<file path="config.mk">
export PLATFORM = sky130hd
export DESIGN_NAME = tbtmc_top
export DESIGN_NICKNAME = d
export VERILOG_FILES = /design/src/tbtmc_pkg.sv /design/src/tbtmc_top.sv
export SDC_FILE = /design/constraint.sdc
export NUM_CORES = 1
export LEC_CHECK = 0
export ABC_AREA = 1
export BUFFER_PORTS_ARGS = -buffer_cell sky130_fd_sc_hd__buf_2
export CORE_UTILIZATION = 50
export DETAILED_ROUTE_END_ITERATION = 12
export PLACE_DENSITY_LB_ADDON = 0.1
export SETUP_SLACK_MARGIN = 0.2
export SYNTH_ARGS = -nofsm -noshare
export SYNTH_HDL_FRONTEND = slang
export SYNTH_SLANG_ARGS = --single-unit
</file>
<file path="constraint.sdc">
create_clock -name clk -period 12.1 [get_ports clk]
set_input_delay 1.21 -clock clk [delete_from_list [all_inputs] [get_ports clk]]
set_output_delay 1.21 -clock clk [all_outputs]
set_load 0.005 [all_outputs]
</file>
<file path="src/tbtmc_pkg.sv">
// TDM bus timing mode control: constants, register map and carrier types.
// Assumes a single 100 MHz system clock that also serves as the master clock.
package tbtmc_pkg;

    // ------------------------------------------------------------------
    // register offsets (byte addresses on the 16-bit register port)
    // ------------------------------------------------------------------
    localparam logic [15:0] ADDR_PIN_IO   = 16'h6004;
    localparam logic [15:0] ADDR_BUS_TYPE = 16'h6010;
    localparam logic [15:0] ADDR_LOCAL    = 16'h6020;
    localparam logic [15:0] ADDR_STATUS   = 16'h6082;
    localparam logic [15:0] ADDR_MCG      = 16'h6090;
    localparam logic [15:0] ADDR_FR_DIV   = 16'h6092;
    localparam logic [15:0] ADDR_RR_LO    = 16'h60A8;
    localparam logic [15:0] ADDR_RR_HI    = 16'h60AA;

    // ------------------------------------------------------------------
    // field positions
    // ------------------------------------------------------------------
    localparam int PIN_A_CFG_LSB   = 0;   // signal_pin_a_config [1:0]
    localparam int BT_MASTER       = 0;   // timing_master_select
    localparam int BT_STANDBY      = 1;   // standby_master_enable
    localparam int BT_DIFF         = 2;   // bit_clock_diff_select
    localparam int BT_DERIVE       = 3;   // bit_clock_derive_select
    localparam int BT_RATE_LSB     = 4;   // bus rate [5:4]
    localparam int BT_FTYPE_LSB    = 6;   // frame pulse type [7:6]
    localparam int MCG_CORE_SRC    = 0;   // core_clock_source_select
    localparam int MCG_DIV_LSB     = 2;   // core_clock_divider [3:2]
    localparam int MCG_PLL_REF_SOURCE_SELECT_LSB  = 4;   // pll_ref_source_select [5:4]
    localparam int MCG_HOLD_LSB    = 6;   // holdover mode [7:6]
    localparam int MCG_SEC_DRV     = 8;   // sec_ref_drive_enable
    localparam int MCG_SEC_SRC     = 9;   // sec_ref_source_select
    localparam int MCG_PHLOCK      = 10;  // standby_phase_lock_enable
    localparam int MCG_DIV_SRC     = 11;  // divider_source_select
    localparam int MCG_SEC_SQ      = 12;  // sec_ref_square_enable
    localparam int MCG_EXT_SQ      = 13;  // ext_ref_square_enable
    localparam int ST_REF_LOSS     = 0;   // pll_ref_loss_status, write 1 clears
    localparam int ST_ABSENT       = 1;   // bus_clock_absent_status
    localparam int ST_MASTER       = 2;   // master timing active

    // ------------------------------------------------------------------
    // encodings and reset values
    // ------------------------------------------------------------------
    localparam logic [1:0]  PIN_A_IS_FAIL = 2'h3;
    localparam logic [1:0]  HOLD_LOW      = 2'h0;
    localparam logic [1:0]  HOLD_HIGH     = 2'h1;
    localparam logic [1:0]  REF_EXT       = 2'h0;
    localparam logic [1:0]  REF_SEC       = 2'h1;
    localparam logic [1:0]  REF_FREERUN   = 2'h2;
    localparam logic [1:0]  REF_RECOVER   = 2'h3;
    localparam logic [1:0]  FTYPE_NEG     = 2'h0;
    localparam logic [15:0] RST_ZERO      = 16'h0000;
    localparam logic [15:0] RST_MCG       = 16'h0080;  // holdover follows loss
    localparam logic [15:0] RST_FR_DIV    = 16'h1000;
    localparam logic [10:0] FRAME_LAST    = 11'h7FF;   // 2048 base ticks per frame

    // ------------------------------------------------------------------
    // timing
    // ------------------------------------------------------------------
    localparam int CLK_NS           = 10;
    localparam int BUS_ABSENT_NS    = 250000;  // silence that flags a bus clock absent
    localparam int REF_ABSENT_NS    = 250000;  // silence that flags reference loss
    localparam int SQ_HALF_NS       = 62500;   // high half of a squared 8 kHz
    localparam int BUS_ABSENT_CYC   = (BUS_ABSENT_NS + CLK_NS - 1) / CLK_NS;
    localparam int REF_ABSENT_CYC   = (REF_ABSENT_NS + CLK_NS - 1) / CLK_NS;
    localparam int SQ_HALF_CYC      = SQ_HALF_NS / CLK_NS;

    // ------------------------------------------------------------------
    // carriers
    // ------------------------------------------------------------------
    typedef struct packed {
        logic        wr;
        logic        rd;
        logic [15:0] addr;
        logic [15:0] wdata;
    } tbtmc_req_t;

    typedef struct packed {
        logic dbl_se;     // bus_double_rate_clock, single-ended
        logic diff_pos;   // diff_clock_in_pos
        logic diff_neg;   // diff_clock_in_neg
        logic single;     // bus_single_rate_clock
        logic frame;      // bus_frame_pulse
        logic ext8k;      // external_8k_input
        logic secondary_8k_reference;      // secondary_8k_reference
        logic pll_clk;    // pll_clock_in
        logic sig_a;      // general_signal_pin_a / bus_clock_fail_in
    } tbtmc_pin_in_t;

    typedef struct packed {
        logic clk_pos;    // clock_out_pos
        logic clk_inv;    // clock_out_inverted
        logic clk_oe;
        logic single;
        logic single_oe;
        logic frame;
        logic frame_oe;
        logic secondary_8k_reference;
        logic secondary_8k_reference_oe;
        logic pll_ref;    // pll_reference_out
        logic holdover;
    } tbtmc_pin_out_t;

    typedef struct packed {
        logic dbl;
        logic single;
        logic frame;
        logic standby_frame;  // internal_standby_frame
    } tbtmc_timing_t;

    typedef struct packed {
        logic [15:0]      pin_cfg, bus_type, local_fmt, mcg, fr_div, rr_lo, rr_hi;
        logic             ref_loss, takeover;
        logic [8:0]       s1, s2, prev;
        logic [2:0]       div_cnt;
        logic [10:0]      frame_cnt;
        logic [15:0]      fr_cnt;
        logic             fr_ref;
        logic [31:0]      rr_cnt;
        logic             rr_ref;
        logic             derived_single;
        logic [3:0][15:0] act_cnt;
        logic [15:0]      sq_sec_cnt, sq_ext_cnt;
        logic             ref_d;
        logic [15:0]      rdata;
        tbtmc_pin_out_t   po;
        tbtmc_timing_t    tm;
    } tbtmc_state_t;

endpackage : tbtmc_pkg

</file>
<file path="src/tbtmc_top.sv">
// TDM bus timing mode control: slave / master / standby timing, PLL reference
// selection and squaring, holdover control, bus clock and reference monitors.
// Assumes clk is the 100 MHz master clock; all pins arrive asynchronously.
`timescale 1ns/1ps

// Functional notes
// - drive secondary reference only when enabled
// - secondary output source: external or standby frame
// - slave double clock: single-ended or differential pair
// - master drives clock and inverted copy
// - slave timing follows bus clocks and frame
// - slave single clock: pin or divided double
// - unused single clock pin stays undriven
// - slave framing from bus; reference output live
// - holdover output can report reference loss
// - master drives all bus timing from core
// - core clock divided by 1,2,4,8
// - reference selector picks one of four sources
// - freerun reference divides bus clock or master
// - recovered reference divides master by two registers
// - holdover forced high, low or follows loss
// - standby: slave until bus timing fails
// - takeover needs standby and pin A fail-config
// - standby fallback may divide bus clock
// - with negative frame type, phase lock aligns standby frame within cycle
// - optional squaring of secondary reference
// - optional squaring of external reference
// - loss status set on absence, software clears
// - master clock monitors bus clock activity
// - fail input high makes standby take over
// - master rates follow bus rate setting
module tbtmc_top #(
    parameter logic [15:0] BUS_ABSENT_LIM = 16'(tbtmc_pkg::BUS_ABSENT_CYC),
    parameter logic [15:0] REF_ABSENT_LIM = 16'(tbtmc_pkg::REF_ABSENT_CYC),
    parameter logic [15:0] SQ_HALF_LIM    = 16'(tbtmc_pkg::SQ_HALF_CYC)
) (
    // clock and reset
    input  wire logic                     clk,
    input  wire logic                     rst,
    // register port
    input  wire tbtmc_pkg::tbtmc_req_t    req,
    output      logic [15:0]              rdata,
    // bus and reference pins
    input  wire tbtmc_pkg::tbtmc_pin_in_t pins_in,
    output      tbtmc_pkg::tbtmc_pin_out_t pins_out,
    // timing to the rest of the TDM logic
    output      tbtmc_pkg::tbtmc_timing_t timing,
    output      logic                     base_tick
);
    import tbtmc_pkg::*;

    // ------------------------------------------------------------------
    // state and decoded controls
    // ------------------------------------------------------------------
    tbtmc_state_t s;
    tbtmc_state_t n;

    logic       master_sel, standby_en, diff_sel, derive_sel;
    logic [1:0] rate, ftype, pll_ref_source_select, hold_mode, div_sel;
    logic       master_act, fail_s, slave_dbl, prev_dbl;
    logic       dbl_edge, dbl_rise, frame_fall, src_edge;
    logic       pll_rise, sec_rise, ext_rise, ext_ref, sec_ref;
    logic [2:0] div_last;
    logic [3:0] act_edge, absent;
    logic       bus_absent, ref_absent, clr_loss;
    logic       gen_dbl, gen_single, gen_frame;

    assign master_sel = s.bus_type[BT_MASTER];
    assign standby_en = s.bus_type[BT_STANDBY];
    assign diff_sel   = s.bus_type[BT_DIFF];
    assign derive_sel = s.bus_type[BT_DERIVE];
    assign rate       = s.bus_type[BT_RATE_LSB +: 2];
    assign ftype      = s.bus_type[BT_FTYPE_LSB +: 2];
    assign pll_ref_source_select     = s.mcg[MCG_PLL_REF_SOURCE_SELECT_LSB +: 2];
    assign hold_mode  = s.mcg[MCG_HOLD_LSB +: 2];
    assign div_sel    = s.mcg[MCG_DIV_LSB +: 2];
    assign master_act = master_sel | s.takeover;

    // ------------------------------------------------------------------
    // edges of synchronised pins (only s2 and prev are looked at)
    // ------------------------------------------------------------------
    localparam int I_SE = 8, I_POS = 7, I_NEG = 6, I_SGL = 5, I_FRM = 4;
    localparam int I_EXT = 3, I_SEC = 2, I_PLL = 1, I_SIGA = 0;

    assign slave_dbl  = diff_sel ? (s.s2[I_POS] & ~s.s2[I_NEG]) : s.s2[I_SE];
    assign prev_dbl   = diff_sel ? (s.prev[I_POS] & ~s.prev[I_NEG]) : s.prev[I_SE];
    assign dbl_edge   = slave_dbl ^ prev_dbl;
    assign dbl_rise   = slave_dbl & ~prev_dbl;
    assign frame_fall = ~s.s2[I_FRM] & s.prev[I_FRM];
    assign pll_rise   = s.s2[I_PLL] & ~s.prev[I_PLL];
    assign sec_rise   = s.s2[I_SEC] & ~s.prev[I_SEC];
    assign ext_rise   = s.s2[I_EXT] & ~s.prev[I_EXT];
    assign fail_s     = s.s2[I_SIGA];

    // ------------------------------------------------------------------
    // core clock divide to base ticks
    // ------------------------------------------------------------------
    assign src_edge  = s.mcg[MCG_CORE_SRC] ? pll_rise : 1'b1;
    assign div_last  = 3'((4'h1 << div_sel) - 4'h1);
    // at-or-above, so a smaller divide takes effect at once instead of wrapping first
    assign base_tick = src_edge && (s.div_cnt >= div_last);

    // generated bus timing, one base tick per half period at the top rate
    assign gen_dbl    = s.frame_cnt[rate];
    assign gen_single = s.frame_cnt[2'(rate + 2'h1)];
    assign gen_frame  = (ftype == FTYPE_NEG) ? (s.frame_cnt != FRAME_LAST)
                                             : (s.frame_cnt == FRAME_LAST);

    // ------------------------------------------------------------------
    // activity monitors: bus double, single, frame, and reference out
    // ------------------------------------------------------------------
    assign act_edge   = {s.po.pll_ref ^ s.ref_d, (s.s2[I_FRM] ^ s.prev[I_FRM]),
                         (s.s2[I_SGL] ^ s.prev[I_SGL]), dbl_edge};
    always_comb begin
        for (int i = 0; i < 4; i++) begin
            absent[i] = (s.act_cnt[i] == ((i == 3) ? REF_ABSENT_LIM : BUS_ABSENT_LIM));
        end
    end
    assign bus_absent = |absent[2:0];
    assign ref_absent = absent[3];
    assign clr_loss   = req.wr && (req.addr == ADDR_STATUS) && req.wdata[ST_REF_LOSS];

    // squared references; a pulse reference becomes an 8 kHz square wave
    assign sec_ref = s.mcg[MCG_SEC_SQ] ? (s.sq_sec_cnt != 16'h0000) : s.s2[I_SEC];
    assign ext_ref = s.mcg[MCG_EXT_SQ] ? (s.sq_ext_cnt != 16'h0000) : s.s2[I_EXT];

    // ------------------------------------------------------------------
    // next state
    // ------------------------------------------------------------------
    always_comb begin
        n      = s;
        n.s1   = pins_in;
        n.s2   = s.s1;
        n.prev = s.s2;
        n.ref_d = s.po.pll_ref;

        // register writes
        if (req.wr) begin
            case (req.addr)
                ADDR_PIN_IO:   n.pin_cfg   = req.wdata;
                ADDR_BUS_TYPE: n.bus_type  = req.wdata;
                ADDR_LOCAL:    n.local_fmt = req.wdata;
                ADDR_MCG:      n.mcg       = req.wdata;
                ADDR_FR_DIV:   n.fr_div    = req.wdata;
                ADDR_RR_LO:    n.rr_lo     = req.wdata;
                ADDR_RR_HI:    n.rr_hi     = req.wdata;
                default: ;
            endcase
        end

        // register reads, unmapped addresses read zero
        if (req.rd) begin
            case (req.addr)
                ADDR_PIN_IO:   n.rdata = s.pin_cfg;
                ADDR_BUS_TYPE: n.rdata = s.bus_type;
                ADDR_LOCAL:    n.rdata = s.local_fmt;
                ADDR_STATUS:   n.rdata = {13'h0000, master_act, bus_absent, s.ref_loss};
                ADDR_MCG:      n.rdata = s.mcg;
                ADDR_FR_DIV:   n.rdata = s.fr_div;
                ADDR_RR_LO:    n.rdata = s.rr_lo;
                ADDR_RR_HI:    n.rdata = s.rr_hi;
                default:       n.rdata = RST_ZERO;
            endcase
        end

        // core divider and frame counter
        if (src_edge) begin
            n.div_cnt = base_tick ? 3'h0 : 3'(s.div_cnt + 3'h1);
        end
        if (base_tick) begin
            n.frame_cnt = 11'(s.frame_cnt + 11'h001);
        end
        // standby frame tracks the bus frame while slaved with phase lock and negative frame type
        if (!master_act && s.mcg[MCG_PHLOCK] && ftype == FTYPE_NEG && frame_fall) begin
            n.frame_cnt = 11'h000;
        end

        // single clock derived from double in slave mode
        if (dbl_rise) begin
            n.derived_single = ~s.derived_single;
        end

        // freerun reference: divide bus double clock or master clock
        if (s.mcg[MCG_DIV_SRC] ? dbl_rise : 1'b1) begin
            if (s.fr_cnt >= s.fr_div) begin
                n.fr_cnt = 16'h0000;
                n.fr_ref = ~s.fr_ref;
            end else begin
                n.fr_cnt = 16'(s.fr_cnt + 16'h0001);
            end
        end

        // recovered reference: master clock by a 32-bit factor
        if (s.rr_cnt >= {s.rr_hi, s.rr_lo}) begin
            n.rr_cnt = 32'h0000_0000;
            n.rr_ref = ~s.rr_ref;
        end else begin
            n.rr_cnt = 32'(s.rr_cnt + 32'h0000_0001);
        end

        // squarers restart their high half on each rising edge
        n.sq_sec_cnt = sec_rise ? SQ_HALF_LIM
                     : (s.sq_sec_cnt != 16'h0000) ? 16'(s.sq_sec_cnt - 16'h0001) : 16'h0000;
        n.sq_ext_cnt = ext_rise ? SQ_HALF_LIM
                     : (s.sq_ext_cnt != 16'h0000) ? 16'(s.sq_ext_cnt - 16'h0001) : 16'h0000;

        // activity counters saturate at their limit
        for (int i = 0; i < 4; i++) begin
            if (act_edge[i]) begin
                n.act_cnt[i] = 16'h0000;
            end else if (!absent[i]) begin
                n.act_cnt[i] = 16'(s.act_cnt[i] + 16'h0001);
            end
        end

        // loss status: a new absence wins over a clear in the same cycle
        if (ref_absent) begin
            n.ref_loss = 1'b1;
        end else if (clr_loss) begin
            n.ref_loss = 1'b0;
        end

        // standby takeover on the fail input; dropped when standby is disabled
        if (!standby_en) begin
            n.takeover = 1'b0;
        end else if (!master_sel && s.pin_cfg[PIN_A_CFG_LSB +: 2] == PIN_A_IS_FAIL
                     && fail_s) begin
            n.takeover = 1'b1;
        end

        // pin drivers: master drives bus timing, slave leaves it undriven
        n.po.clk_oe    = master_act;
        n.po.single_oe = master_act;
        n.po.frame_oe  = master_act;
        n.po.clk_pos   = master_act & gen_dbl;
        n.po.clk_inv   = master_act & ~gen_dbl;
        n.po.single    = master_act & gen_single;
        n.po.frame     = master_act ? gen_frame : 1'b0;

        n.po.secondary_8k_reference_oe  = s.mcg[MCG_SEC_DRV];
        n.po.secondary_8k_reference     = s.mcg[MCG_SEC_DRV] &
                         (s.mcg[MCG_SEC_SRC] ? s.tm.standby_frame : s.s2[I_EXT]);

        // reference output is live in every mode
        unique case (pll_ref_source_select)
            REF_EXT:     n.po.pll_ref = ext_ref;
            REF_SEC:     n.po.pll_ref = sec_ref;
            REF_FREERUN: n.po.pll_ref = s.fr_ref;
            REF_RECOVER: n.po.pll_ref = s.rr_ref;
        endcase

        unique case (hold_mode)
            HOLD_LOW:  n.po.holdover = 1'b0;
            HOLD_HIGH: n.po.holdover = 1'b1;
            default:   n.po.holdover = s.ref_loss;
        endcase

        // internal timing: generated as master, bus-following as slave
        n.tm.standby_frame = (s.frame_cnt == FRAME_LAST);
        n.tm.dbl    = master_act ? gen_dbl : slave_dbl;
        n.tm.single = master_act ? gen_single
                    : (derive_sel ? s.derived_single : s.s2[I_SGL]);
        n.tm.frame  = master_act ? gen_frame : s.s2[I_FRM];
    end

    // ------------------------------------------------------------------
    // state register
    // ------------------------------------------------------------------
    always_ff @(posedge clk or posedge rst) begin
        if (rst) begin
            s          <= '0;
            s.mcg      <= RST_MCG;
            s.fr_div   <= RST_FR_DIV;
        end else begin
            s <= n;
        end
    end

    assign rdata    = s.rdata;
    assign pins_out = s.po;
    assign timing   = s.tm;

    // ------------------------------------------------------------------
    // checks
    // ------------------------------------------------------------------
    property p_sec_drive;
        @(posedge clk) disable iff (rst)
        !s.mcg[MCG_SEC_DRV] |=> !pins_out.secondary_8k_reference_oe && !pins_out.secondary_8k_reference;
    endproperty
    a_sec_drive: assert property (p_sec_drive) else $error("sec ref driven while off");

    property p_inv_clock;
        @(posedge clk) disable iff (rst)
        pins_out.clk_oe |-> (pins_out.clk_inv == !pins_out.clk_pos);
    endproperty
    a_inv_clock: assert property (p_inv_clock) else $error("inverted clock mismatch");

    property p_slave_undriven;
        @(posedge clk) disable iff (rst)
        (!master_sel && !s.takeover) [*2] |-> !pins_out.single_oe && !pins_out.frame_oe;
    endproperty
    a_slave_undriven: assert property (p_slave_undriven) else $error("slave drives bus");

    property p_hold_force;
        @(posedge clk) disable iff (rst)
        (hold_mode == HOLD_HIGH) [*2] |-> pins_out.holdover;
    endproperty
    a_hold_force: assert property (p_hold_force) else $error("holdover not forced");

    property p_takeover;
        @(posedge clk) disable iff (rst)
        standby_en && !master_sel && fail_s && s.pin_cfg[1:0] == PIN_A_IS_FAIL
        |=> s.takeover ##1 pins_out.clk_oe;
    endproperty
    a_takeover: assert property (p_takeover) else $error("standby did not take over");

    property p_loss_set_wins;
        @(posedge clk) disable iff (rst)
        ref_absent && clr_loss |=> s.ref_loss ##1 (hold_mode != 2'h2 || pins_out.holdover);
    endproperty
    a_loss_set_wins: assert property (p_loss_set_wins) else $error("loss clear won");

    property p_phase_lock;
        @(posedge clk) disable iff (rst)
        !master_act && s.mcg[MCG_PHLOCK] && ftype == FTYPE_NEG && frame_fall
        |=> s.frame_cnt == 11'h000;
    endproperty
    a_phase_lock: assert property (p_phase_lock) else $error("standby frame not aligned");

    property p_recover_sel;
        @(posedge clk) disable iff (rst)
        pll_ref_source_select == REF_RECOVER |=> pins_out.pll_ref == $past(s.rr_ref);
    endproperty
    a_recover_sel: assert property (p_recover_sel) else $error("reference select wrong");

    property p_divide_one;
        @(posedge clk) disable iff (rst)
        !s.mcg[MCG_CORE_SRC] && div_sel == 2'h0 |-> base_tick;
    endproperty
    a_divide_one: assert property (p_divide_one) else $error("divide by one lost ticks");

endmodule : tbtmc_top
</file>
# Word level (Yosys, flattened, before mapping)
# Index checks and enable logic that the tools add are counted.
# W data, S select, Z words.
# totals
regBits	332
inputBits	45
out_inout_bits	32
elab_cells	176
# classes
bitwise_logic	27
n_eq_ne	24
magnitude_cmp	5
mux	41
n_reduce_logical	26
n_shift	1
addsub	12
# op_table
operator	n
$mux W16	13
$eq A16 B15 Y1 const B	12
$pmux W16 S8	1
$add A16 B1 Y16 const B	5
$add A32 B1 Y32 const B	1
$ge A32 B32 Y1	1
$mux W32	1
$reduce_bool A16 Y1	2
$sub A16 B1 Y16 const B	2
$mux W11	2
$mux W1	19
$ge A16 B16 Y1	1
$reduce_and A2 Y1	8
$add A11 B1 Y11 const B	1
$and A1 B1 Y1	11
$eq A11 B11 Y1 const B	1
$ne A11 B11 Y1 const B	1
$not A1 Y1	11
$lt A2 B5 Y1 const B	2
$logic_and A1 B1 Y1	8
$ne A2 B2 Y1 const B	4
$eq A2 B2 Y1 const B	3
$logic_not A2 Y1	3
$bmux W1 S2	2
15 further kinds	21

# Depth between registers and ports, before layout
# Gate-level depths: netlist (run 1).
# logic_depth
word_depth	7
depth_mapped	15
mapped_depth_nobuf	15

# Least setup slack after synthesis (run 1)
# OpenSTA, ideal clock, no wires.
# synth_timing
kind	register to output
start	reg s, in the netlist div_sel[0]
end	out base_tick
t_arrival_ns	1.364
required_time_ns	10.890
path_slack_ns	9.526
path_stages_with_launch	7
path_buffers	0
cell_sequence	dfrtp_1 or2_2 ha_1 nand3_1 o211ai_1 nand2_1 inv_2
# synth_via
elab_chain_len	4
# synth_rtl
element	line	source
start, declared	tbtmc_top.sv:55	tbtmc_state_t s;
start signal, assigned	tbtmc_top.sv:275	s <= n;
$shl A1 B2 Y3	tbtmc_top.sv:99	assign div_last = 3'((4'h1 << div_sel) - 4'h1);
$sub A3 B1 Y3	tbtmc_top.sv:99	
$ge A3 B3 Y1	tbtmc_top.sv:101	assign base_tick = src_edge && (s.div_cnt >= div_last);
$logic_and A1 B1 Y1	tbtmc_top.sv:101	
end, declared	tbtmc_top.sv:48	output logic base_tick
# Every way passes these cells.

# Worst setup path in the final report (run 1)
# Same ends and word-level chain as after synthesis.

==> flow_summary.ini, run 1 <==
[worst_setup_path]
crit_path_cell_trace = or2_2, ha_1, nand3_1, o211ai_1, nand2_1, inv_2, buf_2
startpoint = div_sel[0]
crit_required_ps = 10890
r2r_start = s[243]
crit_fanout = 10
startpoint_type = flip-flop
critical_path_class = reg2out
worst_setup_path_end_kind = output port
crit_arrival_ps = 2220
crit_slowest_cell = dfrtp_1
slowest_delay_ps = 410
r2r_cells = 11

[worst_hold_path]
min_path_type = reg2reg
min_from = n[204]
min_path_cells = 0

[logic_synthesis]
ys_seq_elements = 331
async_reset_ff_frac = 1.00
synth_seq_area_share = 0.485
synth.net_count = 2246
syn_inst = 2134
ys_types = 49
yosys_warnings = 0
syn_area_mm2 = 0.0171
synth_enable_flop_cells = 0
ys.flop_type = dfrtp_1
avgSynthCellArea_um2 = 8.01

[route]
viasPerCell = 5.15
drt_first_pass_iters = 6
routedWlPerCell_um = 15.6
drcViolationCount = 0
top_layer = met4
wl_met2_um = 18500
drt_iter0_markers = 814
wl_met1_um = 19700
met3WireLength_um = 2230
wl_um = 41200
vias = 13600
ant_nets = 0

[clocking]
clk_pin_slew_worst_paths_ps = 60
cts_max_level = 2
post_cts_buffers = 0
postCtsHoldBufs = 0
clock_path_buffers = 3
cts_made_buffers = 39
cts_tree = yes
insertion_delay_ps = 540
cts-root-buf = clkbuf_16
cts_resized = 0
clkSinkCount = 331

[sta]
slew_headroom = 0.242
tightest_slew_ps = 1130
grt_setup_unrepaired = false
finClkSkew_ps = 17.5
final.setup.tns_ps = 0
setup_violations = 0
fin_crit_ps = 3430
finalMaxSlewViolations = 0
hold_viol = 0
fmax_ghz = 0.291
period_share = 0.284

[die]
num_rows = 67
fp.dieW_um = 187
ios = 77
die_h_um = 187
start_util = 0.508
core_mm2 = 0.0336
dieArea_mm2 = 0.0349

[finish]
postLayoutCoreUtil = 0.559
syn_to_final_growth_pct = 9.94
drive_gt1_frac = 0.0795
fin_area_mm2 = 0.0188
nets = 2286

[placement]
dp_hpwl_um = 29600
place_area_mm2 = 0.0175
io_buffers = 76
gp_congestion = 0.888

[grt]
grt_pass1_vias = 13100
grt_pass1_wl_um = 68100
grt_use_total = 0.244
antenna_found_initial = 1
grt_max_degree = 141
grt-ovfl-total = 0

[power]
vdd_drop_max_mv = 0.124
power_density_mw_per_mm2 = 133
leakagePower_nw = 9.04

[job]
drv_cap = 0

[status]
status = complete, no violations
-- flip-flops by register name, summed over array words and instances (netlist names), 2 cells and up --
signal                 count
s                        270
n                         18
rdata                     16
pins_out                   9
timing                     4
div_sel                    2
ftype                      2
hold_mode                  2
pll_ref_source_select      2
rate                       2
-- final cells by class --
type	count	area [um^2]
inverter	260	983
fill	3191	14800
sequential	331	8290
clock buffer	52	1110
tap	448	561
timing repair buffer	79	403
clock inverter	15	165
multi-input combinational	1463	7280
antenna	1	2.50
-- worst paths after layout --
kind / slack (ps) / endpoint
setup reg to reg: 9520 / s[155]
setup / recovery: 8670 / base_tick
max in group asynchronous: 8770 / s[149]
min in group asynchronous: 860 / s[122]
hold reg to reg: 350 / n[195]
hold / removal: 350 / n[195]
-- worst max-delay path: cells and delay by family, from the launching register on --
kind | cells | cell delay (ps)
AND/OR/NAND/NOR | 3 | 560
flip-flops | 1 | 410
buffers and inverters | 2 | 360
adder cells (fa/ha/maj) | 1 | 280
AO/OA/AOI/OAI | 1 | 90
-- stage by stage --
stage,hold WS [ps],power [W],setup WS (ps),std cells
floorplan,331,0.00130,1730,2134
global placement,335,0.00134,8170,2581
detailed placement,335,0.00135,8140,2581
CTS,348,0.00253,8650,2648
global route,354,0.00260,8360,2649
finish,347,0.00250,8670,2649
-- power breakdown --
part / leakage, nW / switching, W / internal [W]
sequential: 4.45 / 0.0000300 / 0.00115
clock: 0.621 / 0.000466 / 0.000707
combinational: 3.97 / 0.000100 / 0.0000490
-- synthesized netlist by cell type, types with 8 or more instances --
cell type,count,area (um^2)
inv_1,257,965
buf_2,18,90.1
xnor2_1,18,158
nand4_1,29,181
a21oi_1,62,310
o21ai_1,32,160
clkbuf_1,8,30.0
nand2_1,538,2020
xor2_1,55,482
or2_2,8,50.1
nor3_1,53,265
nor2_1,279,1050
buf_4,36,270
ha_1,67,838
dfrtp_1,329,8230
o21ai_0,165,826
nand3_1,94,470
-- cell usage in the layout (no fill, tap or decap), drive strengths merged, types with 3 or more instances in the layout --
cell / n
buf: 79
and2: 5
nand3: 94
nand4: 29
o21a: 4
a31oi: 7
bufinv: 3
or2: 8
nand2: 549
o21ai: 198
dfrtp: 329
nor4: 6
inv: 261
clkbuf: 52
xor2: 55
ha: 67
nor2: 282
nor3b: 3
xnor2: 18
clkinv: 8
a21oi: 62
clkinvlp: 3
o21bai: 3
nor3: 59
-- logic make-up after synthesis --
| logic type | synth area share |
|---|---|
| buffers and inverters | 0.0892 |
| xor gates and xnor gates | 0.0374 |
| adders and majority gates | 0.0491 |
| and+or+nand+nor | 0.253 |
| DFF | 0.485 |
| AOI/OAI and AO/OA | 0.0849 |
| muxes | 0.00124 |
-- routing by layer --
metal,track usage,up-vias
li1,-,6826
met1,0.352,6462
met2,0.377,287
met3,0.0452,57
met4,0.0678,0
met5,0,-
(Power assumes the default switching activity.)
==> run 2: changes to the inputs <==
==> constraint.sdc (replaced) <==
create_clock -name clk -period 3.4 [get_ports clk]
set_input_delay 0.34 -clock clk [delete_from_list [all_inputs] [get_ports clk]]
set_output_delay 0.34 -clock clk [all_outputs]
set_load 0.005 [all_outputs]
==> flow_summary.ini, run 2 (same netlist as run 1, synthesis figures left out) <==
[die]
start_util = 0.508
dieArea_mm2 = 0.0349
core_mm2 = 0.0336
die_h_um = 187
num_rows = 67
ios = 77
fp.dieW_um = 187

[clocking]
cts_tree = yes
cts_max_level = 2
clkSinkCount = 331
cts_made_buffers = 38
clock_path_buffers = 3
clk_pin_slew_worst_paths_ps = 60
insertion_delay_ps = 540
cts_resized = 0
post_cts_buffers = 0
postCtsHoldBufs = 10
cts-root-buf = clkbuf_16

[finish]
multi_input_area_mm2 = 0.00728
register_area_mm2 = 0.00829
nets = 2306
n_fill_cell = 3154
num_antenna_cells = 0
regMostFlops = s
final_common_cell = nand2_1
fin_area_mm2 = 0.0190
largest_reg_flops = 270
mostFrequentLayoutCells = 538 x nand2_1, 329 x dfrtp_1, 279 x nor2_1, 256 x inv_1, 165 x o21ai_0
syn_to_final_growth_pct = 11.2
drive_gt1_frac = 0.0833

[grt]
antenna_found_initial = 0
grt_pass1_vias = 13300
grt_use_total = 0.245
grt_pass1_wl_um = 68800
grt_max_degree = 82
grt-ovfl-total = 0

[worst_setup_path]
crit_path_cell_trace = or2_2, ha_1, nand3_1, o211ai_1, nand2_1, inv_2, buf_2
crit_slowest_cell = dfrtp_1
r2r_start = diff_sel
worst-path-buf-inv = 2
crit_required_ps = 3060
cp_num_cells = 7
reg2reg_slack_ps = 1180
cp_top_family = simple AND/OR/NAND/NOR gates
crit_arrival_ps = 2240
crit_fanout = 10
startpoint_type = flip-flop
critical_path_class = reg2out
worst_setup_path_end_kind = output port
slowest_delay_ps = 450
r2r_cells = 13
startpoint = div_sel[1]

[sta]
finClkSkew_ps = 20.7
finalMaxSlewViolations = 0
fin_crit_ps = 2580
slew_headroom = 0.456
grt_setup_unrepaired = false
worst_slack_ps = 818
fmax_ghz = 0.387
period_share = 0.760
setup_violations = 0
hold_viol = 0
tightest_slew_ps = 814

[route]
drcViolationCount = 0
drt_first_pass_iters = 5
drt_iter0_markers = 961
ant_nets = 0
routedWlPerCell_um = 15.5
viasPerCell = 5.13
vias = 13700
wl_um = 41300

[job]
drv_cap = 0

[placement]
dp_hpwl_um = 30500
io_buffers = 76
pre_cts_slack_ps = 888
gp_congestion = 0.891
place_area_mm2 = 0.0176

[worst_hold_path]
min_path_cells = 4
min_from = req[0]
min_path_type = in2reg

[power]
leakagePower_nw = 9.15
vdd_drop_max_mv = 0.384
power_density_mw_per_mm2 = 465

[status]
status = complete, no violations
==> run 2: cell types whose count changed in the layout (fill, tap and decap cells not counted), moves of 2 or more <==
cell and change:
clkbuf_16 -2, buf_12 +4, clkbuf_8 +6, clkinv_8 +2, buf_4 +7, dlygate4sd3_1 +10
clkbuf_1 +2, clkinvlp_4 -2
==> run 2: final timing paths <==
kind | endpoint
hold / removal | s[221]
min in group asynchronous | rdata[1]
setup reg to reg | s[175]
setup / recovery | base_tick
hold reg to reg | n[194]
max in group asynchronous | s[314]
==> run 2: stage by stage <==
step	hold slack (ps)	util	power, W	TNS (ps)	std cells
2_1_floorplan	331	-	0.00463	-447440	2134
3_5_place_dp	339	0.525	0.00481	0	2592
5_1_grt	181	0.565	0.00920	0	2670
6_report	165	0.565	0.00885	0	2670
4_1_cts	138	0.565	0.00895	0	2670
3_3_place_gp	334	0.525	0.00479	0	2592
==> run 2: final cells by class <==
type | count | area share
Tap cell | 448 | 0.0295
Inverter | 260 | 0.0515
Timing Repair Buffer | 100 | 0.0334
Clock buffer | 58 | 0.0604
Clock inverter | 10 | 0.00645
Multi-Input combinational cell | 1463 | 0.383
Sequential cell | 331 | 0.436
==> run 2: report_power, final <==
| group | switching (W) | total [W] | internal [W] | leakage, nW |
|---|---|---|---|---|
| combinational | 0.000362 | 0.000557 | 0.000195 | 4.08 |
| clock | 0.00162 | 0.00410 | 0.00248 | 0.629 |
| sequential | 0.000106 | 0.00419 | 0.00408 | 4.45 |
==> run 2: routing by layer <==
metal,GRT usage,share of wire,vias to the layer above
met5,0,0,-
met4,0.0561,0.018,0
met3,0.0321,0.052,54
met2,0.389,0.45,337
met1,0.357,0.48,6435
li1,-,-,6882
==> run 2: worst register-to-register path, cell delays in order, from the launching register on <==
cell	delay, ps
dfrtp_1	400
nand2_1	70
o21ai_0	230
ha_1	310
inv_1	90
nand2_2	150
nand4_1	150
nor2_1	190
nand2_1	70
nor2_1	180
nand3_1	100
nand2_1	70
nand2_1	50
nor2_1	90
